**config.mk**
```make
export PLATFORM = sky130hd
export DESIGN_NAME = dcfs_seq
export DESIGN_NICKNAME = d
export VERILOG_FILES = /design/src/include/dcfs_pkg.sv /design/src/design/dcfs_decide.sv /design/src/design/dcfs_seq.sv
export VERILOG_INCLUDE_DIRS = /design/src /design/src/include
export SDC_FILE = /design/constraint.sdc
export NUM_CORES = 1
export LEC_CHECK = 0
export BUFFER_PORTS_ARGS = -buffer_cell sky130_fd_sc_hd__buf_2
export CORE_MARGIN = 2
export CORE_UTILIZATION = 30
export CTS_CLUSTER_SIZE = 16
export DETAILED_ROUTE_END_ITERATION = 6
export GPL_TIMING_DRIVEN = 0
export PLACE_DENSITY = 0.56
export RECOVER_POWER = 25
export SYNTH_ARGS = -nofsm -noshare
export SYNTH_HDL_FRONTEND = slang
export SYNTH_SLANG_ARGS = --single-unit
```
**constraint.sdc**
```tcl
create_clock -name clk -period 4.9 [get_ports clk]
set_input_delay 0.735 -clock clk [delete_from_list [all_inputs] [get_ports clk]]
set_output_delay 0.735 -clock clk [all_outputs]
set_load 0.01 [all_outputs]
```
**src/include/dcfs_defs.svh**
```systemverilog
// Timing and polarity constants for the duty-cycled field switch sequencer.
`ifndef DCFS_DEFS_SVH
`define DCFS_DEFS_SVH

`define DCFS_CLK_MHZ        125
`define DCFS_OP_WIN_US      50
`define DCFS_OP_MIN_US      15
`define DCFS_OP_MAX_US      93
`define DCFS_STB_WIN_MS     130
`define DCFS_STB_MAX_MS     240
`define DCFS_STU_US         6
`define DCFS_STU_MAX_US     12
`define DCFS_OP_CYC         (`DCFS_OP_WIN_US * `DCFS_CLK_MHZ)
`define DCFS_STB_CYC        (`DCFS_STB_WIN_MS * 1000 * `DCFS_CLK_MHZ)
`define DCFS_STU_CYC        (`DCFS_STU_US * `DCFS_CLK_MHZ)
`define DCFS_OUT_IDLE_HIGH  1'b1

`endif

```
**src/include/dcfs_pkg.sv**
```systemverilog
// Types shared by the duty-cycled field switch sequencer.
package dcfs_pkg;

	typedef enum logic [1:0] {
		DCFS_ST_STARTUP = 2'b00,
		DCFS_ST_OPERATE = 2'b01,
		DCFS_ST_STANDBY = 2'b10
	} dcfs_state_e;

	typedef struct packed {
		logic south_over_op;
		logic north_over_op;
		logic south_over_rel;
		logic north_over_rel;
	} dcfs_cmp_s;

endpackage

```
**src/design/dcfs_decide.sv**
```systemverilog
// Omnipolar threshold evaluation with hysteresis.
`timescale 1ns/1ps
module dcfs_decide (
	input  wire logic              clk,
	input  wire logic              resetn,
	input  wire logic              step,
	input  wire logic              first,
	input  wire dcfs_pkg::dcfs_cmp_s cmp,
	input  wire logic              field_on_prev,
	output logic                   field_on_r
);
	import dcfs_pkg::*;

	// ==========================================================
	// Sequential questioning of operate then release points.
	logic op_hit_r;

	always_ff @(posedge clk) begin
		if (!resetn) begin
			op_hit_r <= 1'b0;
		end else if (step && first) begin
			op_hit_r <= cmp.south_over_op | cmp.north_over_op;
		end
	end

	always_ff @(posedge clk) begin
		if (!resetn) begin
			field_on_r <= 1'b0;
		end else if (step && !first) begin
			if (op_hit_r) begin
				field_on_r <= 1'b1;
			end else if (!(cmp.south_over_rel | cmp.north_over_rel)) begin
				field_on_r <= 1'b0;
			end else begin
				field_on_r <= field_on_prev;
			end
		end
	end
endmodule

```
**src/design/dcfs_seq.sv**
```systemverilog
// Duty-cycled sequencer with latched open-drain output.
`timescale 1ns/1ps
`include "dcfs_defs.svh"

module dcfs_seq #(
	parameter int OP_CYC  = `DCFS_OP_CYC,
	parameter int STB_CYC = `DCFS_STB_CYC,
	parameter int STU_CYC = `DCFS_STU_CYC
) (
	input  wire logic                clk,
	input  wire logic                resetn,
	input  wire logic                polarity_select,
	input  wire dcfs_pkg::dcfs_cmp_s cmp_in,
	output logic                     sense_power_r,
	output logic                     q_out_r,
	output logic                     q_oe_r,
	output logic                     q_valid_r
);
	import dcfs_pkg::*;

	// Refuses timings that leave no room for both sample steps.
	if (OP_CYC < 4 || STU_CYC < 1 || STU_CYC >= OP_CYC - 2 || STB_CYC < 1) begin : g_bad_timing
		$error("dcfs_seq: unusable timing parameters");
	end

	// ==========================================================
	// Pin synchronisers.
	logic       prg_s1_r;
	logic       prg_s2_r;
	dcfs_cmp_s  cmp_s1_r;
	dcfs_cmp_s  cmp_s2_r;

	always_ff @(posedge clk) begin
		prg_s1_r <= polarity_select;
		prg_s2_r <= prg_s1_r;
		cmp_s1_r <= cmp_in;
		cmp_s2_r <= cmp_s1_r;
	end

	// ==========================================================
	// Phase sequencer.
	dcfs_state_e state_r;
	logic [31:0] cnt_r;
	logic        step;
	logic        first;
	logic        end_op;
	logic        field_on_r;

	assign end_op = (state_r == DCFS_ST_OPERATE) && (cnt_r == 32'(OP_CYC - 1));
	assign first  = (cnt_r == 32'(OP_CYC - 3));
	assign step   = (state_r == DCFS_ST_OPERATE) && (first || cnt_r == 32'(OP_CYC - 2));

	always_ff @(posedge clk) begin
		if (!resetn) begin
			state_r <= DCFS_ST_STARTUP;
			cnt_r   <= 32'h0;
		end else begin
			case (state_r)
				DCFS_ST_STARTUP: begin
					if (cnt_r == 32'(STU_CYC - 1)) begin
						state_r <= DCFS_ST_OPERATE;
					end
					cnt_r <= cnt_r + 32'h1;
				end
				DCFS_ST_OPERATE: begin
					if (end_op) begin
						state_r <= DCFS_ST_STANDBY;
						cnt_r   <= 32'h0;
					end else begin
						cnt_r <= cnt_r + 32'h1;
					end
				end
				DCFS_ST_STANDBY: begin
					if (cnt_r == 32'(STB_CYC - 1)) begin
						state_r <= DCFS_ST_OPERATE;
						cnt_r   <= 32'h0;
					end else begin
						cnt_r <= cnt_r + 32'h1;
					end
				end
				default: begin
					state_r <= DCFS_ST_STARTUP;
					cnt_r   <= 32'h0;
				end
			endcase
		end
	end

	always_ff @(posedge clk) begin
		if (!resetn) begin
			sense_power_r <= 1'b1;
		end else begin
			sense_power_r <= !end_op &&
				!((state_r == DCFS_ST_STANDBY) && (cnt_r != 32'(STB_CYC - 1)));
		end
	end

	// ==========================================================
	// Threshold evaluation.
	logic field_latched_r;

	dcfs_decide u_decide (
		.clk           (clk),
		.resetn        (resetn),
		.step          (step),
		.first         (first),
		.cmp           (cmp_s2_r),
		.field_on_prev (field_latched_r),
		.field_on_r    (field_on_r)
	);

	// ==========================================================
	// Output latch and open-drain stage.
	logic q_level;

	assign q_level = field_on_r ? !prg_s2_r : prg_s2_r;

	always_ff @(posedge clk) begin
		if (!resetn) begin
			field_latched_r <= 1'b0;
			q_out_r         <= 1'b0;
			q_oe_r          <= 1'b0;
			q_valid_r       <= 1'b0;
		end else if (end_op) begin
			field_latched_r <= field_on_r;
			q_out_r         <= 1'b0;
			q_oe_r          <= !q_level;
			q_valid_r       <= 1'b1;
		end
	end

	// ==========================================================
	// Checks.
	// Helper count of cycles spent in the current operate window.
	logic [31:0] op_run_r;

	always_ff @(posedge clk) begin
		if (!resetn || state_r != DCFS_ST_OPERATE) begin
			op_run_r <= 32'h0;
		end else begin
			op_run_r <= op_run_r + 32'h1;
		end
	end

	property p_hold_in_standby;
		@(posedge clk) disable iff (!resetn)
		(state_r == DCFS_ST_STANDBY) && !$past(end_op) |-> $stable(q_oe_r);
	endproperty
	a_hold_in_standby: assert property (p_hold_in_standby) else $error("output moved in standby");

	property p_standby_follows_op;
		@(posedge clk) disable iff (!resetn)
		end_op |=> (state_r == DCFS_ST_STANDBY) && q_valid_r;
	endproperty
	a_standby_follows_op: assert property (p_standby_follows_op) else $error("no standby after operate");

	property p_op_ends_by_count;
		@(posedge clk) disable iff (!resetn)
		(state_r == DCFS_ST_OPERATE) |-> (op_run_r < 32'(OP_CYC));
	endproperty
	a_op_ends_by_count: assert property (p_op_ends_by_count) else $error("operate window too long");

	property p_drain_only_low;
		@(posedge clk) disable iff (!resetn)
		q_oe_r |-> !q_out_r;
	endproperty
	a_drain_only_low: assert property (p_drain_only_low) else $error("drive while high");

	property p_idle_level;
		@(posedge clk) disable iff (!resetn)
		end_op && !field_on_r |=> (q_oe_r == !$past(prg_s2_r));
	endproperty
	a_idle_level: assert property (p_idle_level) else $error("zero field level wrong");

	property p_field_level;
		@(posedge clk) disable iff (!resetn)
		end_op && field_on_r |=> (q_oe_r == $past(prg_s2_r));
	endproperty
	a_field_level: assert property (p_field_level) else $error("field level wrong");

	property p_startup_first;
		@(posedge clk) disable iff (!resetn)
		$rose(resetn) |-> (state_r == DCFS_ST_STARTUP);
	endproperty
	a_startup_first: assert property (p_startup_first) else $error("no start-up interval");

	property p_sense_off_standby;
		@(posedge clk) disable iff (!resetn)
		(state_r == DCFS_ST_STANDBY) |-> !sense_power_r;
	endproperty
	a_sense_off_standby: assert property (p_sense_off_standby) else $error("sensing on in standby");

	property p_sense_on_operate;
		@(posedge clk) disable iff (!resetn)
		(state_r == DCFS_ST_OPERATE) |-> sense_power_r;
	endproperty
	a_sense_on_operate: assert property (p_sense_on_operate) else $error("sensing off in operate");
endmodule

```
# [Yosys cells after proc, flatten, opt, wreduce, memory -nomap -nowiden]
# Cells that the tools add are included.
# Widths: inputs -> output; s select.
[totals] register_bits=50 inputBits=7 word_cells=56
[classes] n_addsub=1 n_eq_ne=11 n_mux=10 bitwise_logic=2 n_reduce_logical=14
[ops] cell="$eq 32x13->1 const B" n=3
[ops] cell="$pmux 32 s3" n=1
[ops] cell="$mux 32" n=2
[ops] cell="$add 32x1->32 const B" n=1
[ops] cell="$eq 32x10->1 const B" n=1
[ops] cell="$eq 32x24->1 const B" n=1
[ops] cell="$ne 32x24->1 const B" n=1
[ops] cell="$logic_and 1x1->1" n=6
[ops] cell="$mux 2" n=3
[ops] cell="$ne 2x2->1 const B" n=3
[ops] cell="$pmux 2 s3" n=1
[ops] cell="$logic_not 1->1" n=5
[ops] cell="$mux 1" n=3
[ops] cell="$reduce_and 3->1" n=1
[ops] cell="$eq 2x1->1 const B" n=1
[ops] cell="$eq 2x2->1 const B" n=1
[ops] cell="$logic_not 2->1" n=1
[ops] cell="$or 1x1->1" n=2
[ops] cell="$logic_or 1x1->1" n=1

# [Longest topological paths before layout]
# Gate-level depths: netlist (run 1).
[depth] word_depth=4 mapped_depth=7

# [By module]
# Synthesis (run 1) repeated with hierarchy kept, for this count alone.
[hier_totals] cells_unflattened=245 area_unflattened_um2=2269.7
[by_module_without_submodules] module="dcfs_seq" instances=1 cells_each=234 area_each_um2=2170.8 seq_area_each_um2=960.9
[by_module_without_submodules] module="dcfs_decide" instances=1 cells_each=11 area_each_um2=98.8 seq_area_each_um2=40.0

# [Worst setup path before layout (run 1)]
# No wires, ideal clock.
[synth_timing] kind="register -> register" from="register cnt_r[0]" to="register cnt_r[13]" setup_ps=115 arrival_ps=1863 t_required_ps=4785 path_slack_ps=2922 path_stages_with_launch=8 path_cell_list="dfxtp_1 -> ha_1 -> and3_1 -> and4_1 -> or4b_1 -> o211ai_2 -> buf_4 -> nor2_1"
[synth_between] elab_chain_len=4 word_cells_on_any_way=7 classes_between="add/sub (1); eq/ne (2); mux (3); reduce/logical (1)"
[synth_lines] item="start: declaration" line="dcfs_seq.sv:43" text="logic [31:0] cnt_r;"
[synth_lines] item="start signal: assignment" line="dcfs_seq.sv:63" text="cnt_r <= cnt_r + 32'h1;"
[synth_lines] item="start signal: assignment" line="dcfs_seq.sv:70" text="cnt_r <= cnt_r + 32'h1;"
[synth_lines] item="start signal: assignment" line="dcfs_seq.sv:78" text="cnt_r <= cnt_r + 32'h1;"
[synth_lines] item="branches (longest 3 deep; another with $add 32x1->32)"
[synth_lines] item="$pmux 32 s3 (*)" line="dcfs_seq.sv:58" text="case (state_r)"
# Mark *: on every way between the ends.
# A chain may end at the register's enable or synchronous reset.

# [Worst setup path after layout (run 1)]
[layout_timing] from="register cnt_r[0]" to="register cnt_r[30]"
# The elaborated chain is that of the path after synthesis.

==> results_dict.tcl, run 1 <==
set metrics [dict create \
    critical_path.slowest_cell "nor4_1" \
    chipHeight_um 89.04 \
    startpoint_type "flop" \
    width_of_the_chip_um 89.04 \
    powerDensity_nw_per_um2 287.0 \
    fin_tns_setup_ns 0 \
    postRouteWirelength_mm 4.235 \
    async_reset_ff_frac 0 \
    clkTransAtPathRegs_ns 0.10 \
    num_antenna_cells 0 \
    most_common_cell_after_layout_fill_and_taps_aside "dfxtp_1" \
    holdCritPathClass "reg2reg" \
    final-max-slew-violation-count 0 \
    clk_root_buffer_cell "clkbuf_8" \
    warnings_from_yosys 0 \
    required_ns 5.11 \
    synth_to_final_area_change_pct 11.76 \
    antenna_violating_nets_post_route 0 \
    p_leak_nw 0.8262 \
    route.detailed.drc 0 \
    syn_avg_cell_area_um2 9.078 \
    reg2reg_to "cnt_r[30]" \
    grt_antenna_before_repair 0 \
    layout.cells.most_common_list "50 x dfxtp_1, 38 x nor2_1, 20 x xor2_1, 17 x nand3_1, 17 x nand2_1" \
    synthesized_cell_area_um2 2170 \
    grt_pass1_vias 1450 \
    relSlewSlack 0.2491 \
    worst-path-max-fanout 6 \
    hold-path-endpoint "cmp_s2_r[0]" \
    path_cells "ha_1 > nand3_1 > nor4_1 > nand4_1 > xor2_1 > nor2_1" \
    regToRegSetupSlack_ns 2.58 \
    cts.repair.resized 0 \
    routabilityCongestion 0.8190 \
    final.period_utilization 0.4730 \
    timing.critical_path.to_type "flop" \
    report.power.total_w 0.0006959 \
    cts_buffer_depth 2 \
    worst_skew_ns 0.01009 \
    ff2ff_path_depth 6 \
    worstReg2RegStart "cnt_r[0]" \
    max_stage_delay_ns 0.89 \
    dp.final_hpwl_mm 3.041 \
    fin_worst_hold_slack_ns 0.3366 \
    cts_hold_repair.buffers 0 \
    boundaryPins 11 \
    timing.critical_path.arrival_ns 2.53 \
    max-cap-violations 0 \
    grt_max_degree 19 \
    final_core_utilization 0.3398 \
    worst-slew-pin-transition_ns 1.116 \
    overall_global_routing_usage 0.1194 \
    drt-vias-per-instance 4.638 \
    routed-via-count 1642 \
    cts_max_level 2 \
    final_nets 264 \
    critPathKind "reg2reg" \
    worst_skew_pair.late_latency_ns 0.32 \
    io_buffers 8 \
    worst_hold_path.num_cells 0 \
    synth_seq_cells 50 \
    post_synth_inst_count 239 \
    outcome "finished, final reports clean" \
    die_area_um2 7928 \
    post_route_cells_drive_above_1_share 0.1059 \
    core_area_um2 7137 \
    grt_pass1_wl_mm 7.189 \
    hold_path_startpoint "cmp_s1_r[0]" \
    firstDrtPassIters 4 \
    setup-violations-final 0 \
    count_of_final_hold_check_violations 0 \
    ir_worst_vdd_mv 0.1298 \
    leftover_overflow_at_the_end_of_global_routing 0 \
    cts.sinks 50 \
    seq_area_frac_synth 0.4614 \
    start_util 0.3040 \
    mappedNetlistNets 249 \
    drtIter0Drc 161 \
    cts_post_setup_buffers_inserted 0 \
    routedWlPerCell_um 11.96 \
    clock_buffers_created_by_tritoncts 5 \
    number_of_enable_flip_flop_cells_after_synthesis 0 \
    fin_crit_ns 2.318 \
    cts_tree "done" \
    rsz0062_at_grt "false" \
    count_of_cell_types_in_the_netlist 41 \
    synthFlopType "dfxtp_1" \
    floorplan.rows 31 \
    fmax_mhz 431.4 \
]
## synthesized netlist by cell type, types with 2 or more instances
master / instances / share of area
or4_1: 2 / 0.0069
mux2i_1: 3 / 0.014
or3_1: 2 / 0.0058
and3_1: 6 / 0.017
dfxtp_1: 50 / 0.46
o21ai_0: 2 / 0.0046
ha_1: 3 / 0.017
buf_2: 2 / 0.0046
o21a_1: 3 / 0.010
nor3_1: 6 / 0.014
nor4_1: 8 / 0.023
buf_4: 2 / 0.0069
or3b_2: 2 / 0.0081
and4_1: 4 / 0.016
nand3_1: 17 / 0.039
inv_1: 5 / 0.0087
nand2_1: 17 / 0.029
nand4b_1: 2 / 0.0081
xor2_1: 20 / 0.081
nor4_2: 2 / 0.012
xnor2_1: 11 / 0.044
nand4_1: 11 / 0.032
nor2_1: 38 / 0.066
clkbuf_1: 4 / 0.0069
## sequential cells by signal, indices dropped and copies added (netlist names)
| signal | cells |
|---|---|
| cmp_s1_r | 4 |
| q_oe_r | 1 |
| u_decide.field_on_r | 1 |
| field_latched_r | 1 |
| prg_s2_r | 1 |
| cnt_r | 32 |
| u_decide.op_hit_r | 1 |
| cmp_s2_r | 4 |
| prg_s1_r | 1 |
| q_valid_r | 1 |
| sense_power_r | 1 |
| state_r | 2 |
## per-stage QoR
step / instances / worst slack (ns) / instance area, µm²
2_1_floorplan: 239 / 2.922 / 2170
3_3_place_gp: 346 / 2.482 / 2333
3_5_place_dp: 346 / 2.586 / 2333
4_1_cts: 354 / 2.563 / 2429
5_1_grt: 354 / 2.330 / 2425
6_report: 354 / 2.582 / 2425
## power breakdown
part | total [W] | internal, W | switching (W)
Clock | 0.000260 | 0.000105 | 0.000154
Combinational | 0.0000199 | 0.00000757 | 0.0000123
Sequential | 0.000416 | 0.000413 | 0.00000380
## metal layers
layer  track usage  wire, µm  vias up
li1              -         -      856
met2        0.1791      1892       22
met1        0.1639      2106      758
met4       0.04885        90        0
met3       0.03047       146        6
met5             0         0        -
## final cells by class
cell class              instances  area, µm²
fillers                       756       4712
multi-input cells             176       1110
flip-flops and latches         50       1001
well taps                      99      123.9
clock buffers                   5      68.82
plain buffers                   8      40.04
repair buffers                  8      36.28
clock inverters                 3      26.28
inverters                       5      18.77
## how the worst max path moves through the flow
stage	startpoint	endpoint	slack (ns)	depth (start not counted)
2_1_floorplan	cnt_r[0]	cnt_r[13]	2.92	7
3_3_place_gp	cnt_r[0]	cnt_r[26]	2.48	6
3_5_place_dp	cnt_r[0]	cnt_r[30]	2.59	6
4_1_cts	cnt_r[0]	cnt_r[30]	2.56	6
5_1_grt	cnt_r[0]	cnt_r[30]	2.33	6
6_report	cnt_r[0]	cnt_r[30]	2.58	6
## cell families (layout without fill, tap and decap cells)
| group | Yosys count | after routing | synth area share |
|---|---|---|---|
| DFF | 50 | 50 | 0.4614 |
| xor gates and xnor gates | 31 | 31 | 0.1251 |
| adders and majority gates | 3 | 3 | 0.01730 |
| other | 1 | 1 | 0.001728 |
| buffers and inverters | 13 | 29 | 0.02710 |
| muxes | 3 | 3 | 0.01384 |
| AOI/OAI and AO/OA | 11 | 11 | 0.03979 |
| and+or+nand+nor | 127 | 127 | 0.3137 |
## critical path: cells and delay by family (launching register included)
family / cells / cell delay [ns]
adders and majority gates: 1 / 0.27
and+or+nand+nor: 4 / 1.33
xor gates and xnor gates: 1 / 0.18
DFF: 1 / 0.43
No activity file was read; power rests on OpenSTA's default activity.
==> run 2, diff against run 1 <==
PLACE_DENSITY = 0.57   (was 0.56)
clock period = 1.9 ns   (was 4.9 ns; I/O delays follow)
==> run 2 against run 1 <==
  * The flow now finishes with violations (negative setup slack)
  * Design area increased by 13%
  * Count of clock-buffer cells in the layout did not move
  * Sequential share of layout area shrank 4.3 points
  * Utilization up 4.5 points
  * Non-clock buffer count increased by 8
  * Clock power rose to 2.6 times the previous value
  * Clock skew is 0.0013 ns higher
  * Setup slack worse by 2.7 ns
  * Power grew to 2.6 times the previous value
  * First-iteration DRC count decreased by 60%
  * Hold slack got worse by 0.27 ns
  * Final cell count rose by 2.3%
==> results_dict.tcl, run 2 (synthesized netlist as in run 1, its figures left out) <==
set metrics [dict create \
    p_leak_nw 0.9371 \
    dp.final_hpwl_mm 3.097 \
    post_route_cells_drive_above_1_share 0.3232 \
    cts_hold_repair.buffers 0 \
    antenna_violating_nets_post_route 0 \
    failing_checks "negative setup slack" \
    cts_max_level 2 \
    overall_global_routing_usage 0.1286 \
    die_area_um2 7928 \
    max-cap-violations 0 \
    final.period_utilization 1.082 \
    rsz0062_at_grt "true" \
    sw_frac_of_total 0.2503 \
    worst_skew_ns 0.01137 \
    grt_max_degree 19 \
    num-fill-cells 728 \
    most_common_cell_after_layout_fill_and_taps_aside "dfxtp_1" \
    power_frac_comb 0.046 \
    grt_pass1_wl_mm 7.872 \
    ir_worst_vdd_mv 0.4305 \
    synth_to_final_area_change_pct 26.59 \
    worst-slew-pin-transition_ns 0.6357 \
    count_of_final_hold_check_violations 0 \
    timing.final.ws_setup_ns -0.1566 \
    cts_buffer_depth 2 \
    grt_pass1_vias 1625 \
    routabilityCongestion 0.8322 \
    postRouteWirelength_mm 4.740 \
    number_of_flip_flops_in_the_largest_register 32 \
    placed_area_um2 2356 \
    chipHeight_um 89.04 \
    io_buffers 8 \
    floorplan.rows 31 \
    multiInputGateArea_um2 1315 \
    clk_root_buffer_cell "clkbuf_8" \
    fin_crit_ns 2.057 \
    powerDensity_nw_per_um2 668.7 \
    timing.critical_path.arrival_ns 2.26 \
    timing.critical_path.to_type "flop" \
    switchingPower_w 0.0004597 \
    seq_area_um2 1015 \
    start_util 0.3040 \
    cts_tree "done" \
    route.detailed.drc 0 \
    relSlewSlack 0.5724 \
    final_nets 272 \
    firstDrtPassIters 5 \
    layout.cells.most_common_list "41 x dfxtp_1, 21 x nor2_2, 20 x xor2_1, 16 x nand2_1" \
    internal-power_w 0.001377 \
    fin_worst_hold_slack_ns 0.06602 \
    drt-vias-per-instance 4.804 \
    seq_power_share 0.586 \
    worst_skew_pair.late_latency_ns 0.31 \
    leftover_overflow_at_the_end_of_global_routing 0 \
    num_antenna_cells 0 \
    setup-violations-final 35 \
    clock_buffers_created_by_tritoncts 5 \
    fmax_mhz 486.2 \
    final-max-slew-violation-count 0 \
    width_of_the_chip_um 89.04 \
    grt_antenna_before_repair 0 \
    most_flops_register "cnt_r" \
    worst-path-max-fanout 5 \
    routed-via-count 1739 \
    design_area_um2 2746 \
    drtIter0Drc 65 \
    routedWlPerCell_um 13.09 \
    core_area_um2 7137 \
    boundaryPins 11 \
    cts.sinks 50 \
    required_ns 2.10 \
    clkTransAtPathRegs_ns 0.10 \
    critPathKind "reg2reg" \
    outcome "finished with violations" \
    part_of_the_total_power_dissipated_in_the_clock_network 0.367 \
    holdCritPathClass "in2reg" \
    startpoint_type "flop" \
    reg_top3 "cnt_r (32), cmp_s1_r (4), cmp_s2_r (4)" \
    fin_tns_setup_ns -3.468 \
]
## run 2: metrics by stage
stage	utilization	power (W)	cells	worst slack, ns
2_1_floorplan	-	0.001135	239	-0.02587
3_3_place_gp	0.3301	0.001153	346	-0.4201
3_5_place_dp	0.3301	0.001154	346	-0.4001
4_1_cts	0.3718	0.001849	364	-0.1757
5_1_grt	0.3848	0.001908	362	-0.2332
6_report	0.3848	0.001836	362	-0.1566
## run 2: path summary, 6_finish.rpt
check | from | to | slack, ns | cells past startpoint
worst min register to register | prg_s1_r | prg_s2_r | 0.34 | 0
worst min-delay path | polarity_select | prg_s1_r | 0.07 | 1
worst max register to register | cnt_r[16] | cnt_r[16] | -0.16 | 6
worst max-delay path | cnt_r[16] | cnt_r[16] | -0.16 | 6
## run 2: layout make-up
class	instances	share of cell area
multi-input cells	176	0.4788
flip-flops and latches	50	0.3695
repair buffers	18	0.04875
well taps	99	0.04510
clock buffers	5	0.02506
plain buffers	6	0.01549
clock inverters	3	0.01048
inverters	5	0.006834
## run 2: power groups by stage
stage | Combinational (W) | Sequential, W | Clock, W
finish | 0.0000850 | 0.00108 | 0.000674
global route | 0.0000923 | 0.00108 | 0.000736
CTS | 0.0000749 | 0.00108 | 0.000698
detailed placement | 0.0000546 | 0.00110 | 0
floorplan | 0.0000392 | 0.00110 | 0
global placement | 0.0000546 | 0.00110 | 0
## run 2: critical path, cell delays in order, from the launching register on
cell	delay (ns)
dfxtp_2	0.33
or4_4	0.57
nor4_4	0.26
nand3b_1	0.22
o211ai_4	0.35
buf_6	0.18
nor2_1	0.04
## run 2: metal layers
layer  GRT usage  vias to the layer above  part of all wire
met5           0                        -                 0
met4     0.05699                        0             0.016
met3     0.02585                        8             0.038
met2      0.2062                       35              0.47
met1      0.1679                      820              0.47
li1            -                      876                 -
## run 2: repair_timing
| action | in CTS | in global routing |
|---|---|---|
| resized for setup | 33 | 29 |
| setup endpoints to repair | 39 | 40 |
| gates cloned | 2 | 0 |
| endpoints found under the hold margin | 0 | 0 |
| pin swaps | 32 | 11 |
| buffers inserted | 8 | 0 |
==> run 3, diff against run 2 <==
CORE_UTILIZATION = 50   (was 30)
PLACE_DENSITY = 0.81   (was 0.57)
SLEW_MARGIN = 20   (was not set)
==> run 3 against run 2 <==
  * The run still ends with negative setup slack left
  * Utilization increased by 26 points
  * Sequential share of layout area increased by 1.2 points
  * Routed wire length decreased by 2.8%
  * Setup slack got worse by 0.0077 ns
  * Fmax decreased by 0.37%
  * Design area decreased by 3.4%
  * Clock power increased by 11%
  * Power increased by 3.8%
==> results_dict.tcl, run 3 (synthesized netlist as in run 1, its figures left out) <==
set metrics [dict create \
    cts.sinks 50 \
    max_stage_delay_ns 0.58 \
    worst_skew_ns 0.009563 \
    postRouteWirelength_mm 4.607 \
    placed_area_um2 2295 \
    required_ns 2.11 \
    boundaryPins 11 \
    grt_pass1_wl_mm 7.596 \
    post_route_cells_drive_above_1_share 0.2692 \
    clkTransAtPathRegs_ns 0.09 \
    most_flops_register "cnt_r" \
    timing.critical_path.arrival_ns 2.27 \
    cts_tree "done" \
    most_common_cell_after_layout_fill_and_taps_aside "dfxtp_1" \
    routedWlPerCell_um 14.86 \
    cts_hold_repair.buffers 0 \
    setup-violations-final 33 \
    rsz0062_at_grt "true" \
    drtIter0Drc 157 \
    worst-path-max-fanout 5 \
    multiInputGateArea_um2 1289 \
    critPathKind "reg2reg" \
    p_leak_nw 0.9309 \
    clock_buffers_created_by_tritoncts 5 \
    final_core_utilization 0.6491 \
    worst-slew-pin-transition_ns 0.6743 \
    final.period_utilization 1.086 \
    final-max-slew-violation-count 0 \
    io_buffers 8 \
    number_of_flip_flops_in_the_largest_register 32 \
    preCtsSetupSlack_ns -0.4086 \
    powerDensity_nw_per_um2 718.9 \
    num_antenna_cells 0 \
    grt.met3_usage 0.03752 \
    core_area_um2 4086 \
    grt_use_met1 0.2589 \
    reg_top3 "cnt_r (32), cmp_s1_r (4), cmp_s2_r (4)" \
    design_area_um2 2653 \
    floorplan.rows 23 \
    routabilityCongestion 0.8951 \
    count_of_final_hold_check_violations 0 \
    route.detailed.drc 0 \
    width_of_the_chip_um 69.87 \
    path_delay_family "simple AND/OR/NAND/NOR gates" \
    leftover_overflow_at_the_end_of_global_routing 0 \
    grt_max_degree 17 \
    cts_buffer_depth 2 \
    critical_path.slowest_cell "or4_4" \
    fmax_mhz 484.4 \
    clk_root_buffer_cell "clkbuf_8" \
    failing_checks "negative setup slack" \
    cts_max_level 2 \
    max-cap-violations 0 \
    holdCritPathClass "in2reg" \
    timing.critical_path.to_type "flop" \
    chipHeight_um 69.87 \
    fin_tns_setup_ns -4.158 \
    startpoint_type "flop" \
    ir_worst_vdd_mv 0.4868 \
    firstDrtPassIters 4 \
    die_area_um2 4882 \
    seq_area_um2 1012 \
    layout.cells.most_common_list "43 x dfxtp_1, 23 x nor2_1, 20 x xor2_1, 16 x nand3_1, 16 x nand2_1" \
    grt_pass1_vias 1583 \
    relSlewSlack 0.5464 \
    num-fill-cells 305 \
    drt-vias-per-instance 5.677 \
    grt_antenna_before_repair 0 \
    count_of_buffering_cells_on_the_critical_path_with_inverters_included 2 \
    final_nets 269 \
    routed-via-count 1760 \
    dp.final_hpwl_mm 2.893 \
    outcome "finished with violations" \
    antenna_violating_nets_post_route 0 \
    busiest_layer "met2" \
    overall_global_routing_usage 0.1987 \
    worst_skew_pair.late_latency_ns 0.31 \
    timing.final.ws_setup_ns -0.1643 \
    fin_crit_ns 2.064 \
    start_util 0.5309 \
    synth_to_final_area_change_pct 22.26 \
    grt_use_met2 0.3153 \
    path_cells "or4_4 > nor4_4 > nand3b_1 > buf_4 > o21ai_4 > buf_6 > nor2_1" \
]
-- run 3: changes by cell type in the layout (fill, tap and decap cells not counted), moves of 3 or more --
cell and delta:
nor2_2 -7, nor4_2 -4, nor2_1 +8, nor4_4 +3
-- run 3: metrics by stage --
stage	instances	power (W)	hold slack [ns]
after floorplan	239	0.001135	0.3096
final	310	0.001907	0.07704
after detailed placement	297	0.001153	0.3168
after global placement	297	0.001151	0.3095
after global routing	310	0.001977	0.05851
after CTS	311	0.001913	0.06656
-- run 3: cell type report --
| cell class | count | share of cell area |
|---|---|---|
| Sequential cell | 50 | 0.3816 |
| Buffer | 5 | 0.01462 |
| Clock inverter | 3 | 0.01651 |
| Timing Repair Buffer | 16 | 0.04481 |
| Inverter | 5 | 0.007075 |
| Clock buffer | 5 | 0.02594 |
| Tap cell | 50 | 0.02358 |
| Multi-Input combinational cell | 176 | 0.4859 |
-- run 3: worst reg2reg max path: stages (launching register included) --
cell,delay (ns)
dfxtp_2,0.33
or4_4,0.58
nor4_4,0.27
nand3b_1,0.17
buf_4,0.18
o21ai_4,0.21
buf_6,0.17
nor2_1,0.05
-- run 3: power by group --
group          leakage [nW]   total, W  switching [W]  internal, W
logic                 0.462  0.0000801      0.0000452    0.0000350
registers             0.410    0.00108      0.0000123      0.00106
clock network        0.0585   0.000751       0.000356     0.000394
total                 0.931    0.00191       0.000414      0.00149
-- run 3: repair_timing --
item | CTS | global route
gates cloned | 2 | 0
pin swaps | 33 | 12
buffers inserted | 5 | 1
gates resized for setup | 24 | 26
endpoints found under the setup margin | 39 | 40
-- run 3: routing by layer --
layer	up-vias	part of all wire
li1	874	-
met1	823	0.43
met2	52	0.49
met3	11	0.053
met4	0	0.023
met5	-	0
-- run 3: worst paths after layout --
check,endpoint,slack [ns],depth (start not counted),from
worst max register to register,cnt_r[9],-0.16,7,cnt_r[17]
worst min register to register,cmp_s2_r[2],0.33,0,cmp_s1_r[2]
worst min-delay path,cmp_s1_r[1],0.08,1,cmp_in[1]
worst max-delay path,cnt_r[9],-0.16,7,cnt_r[17]
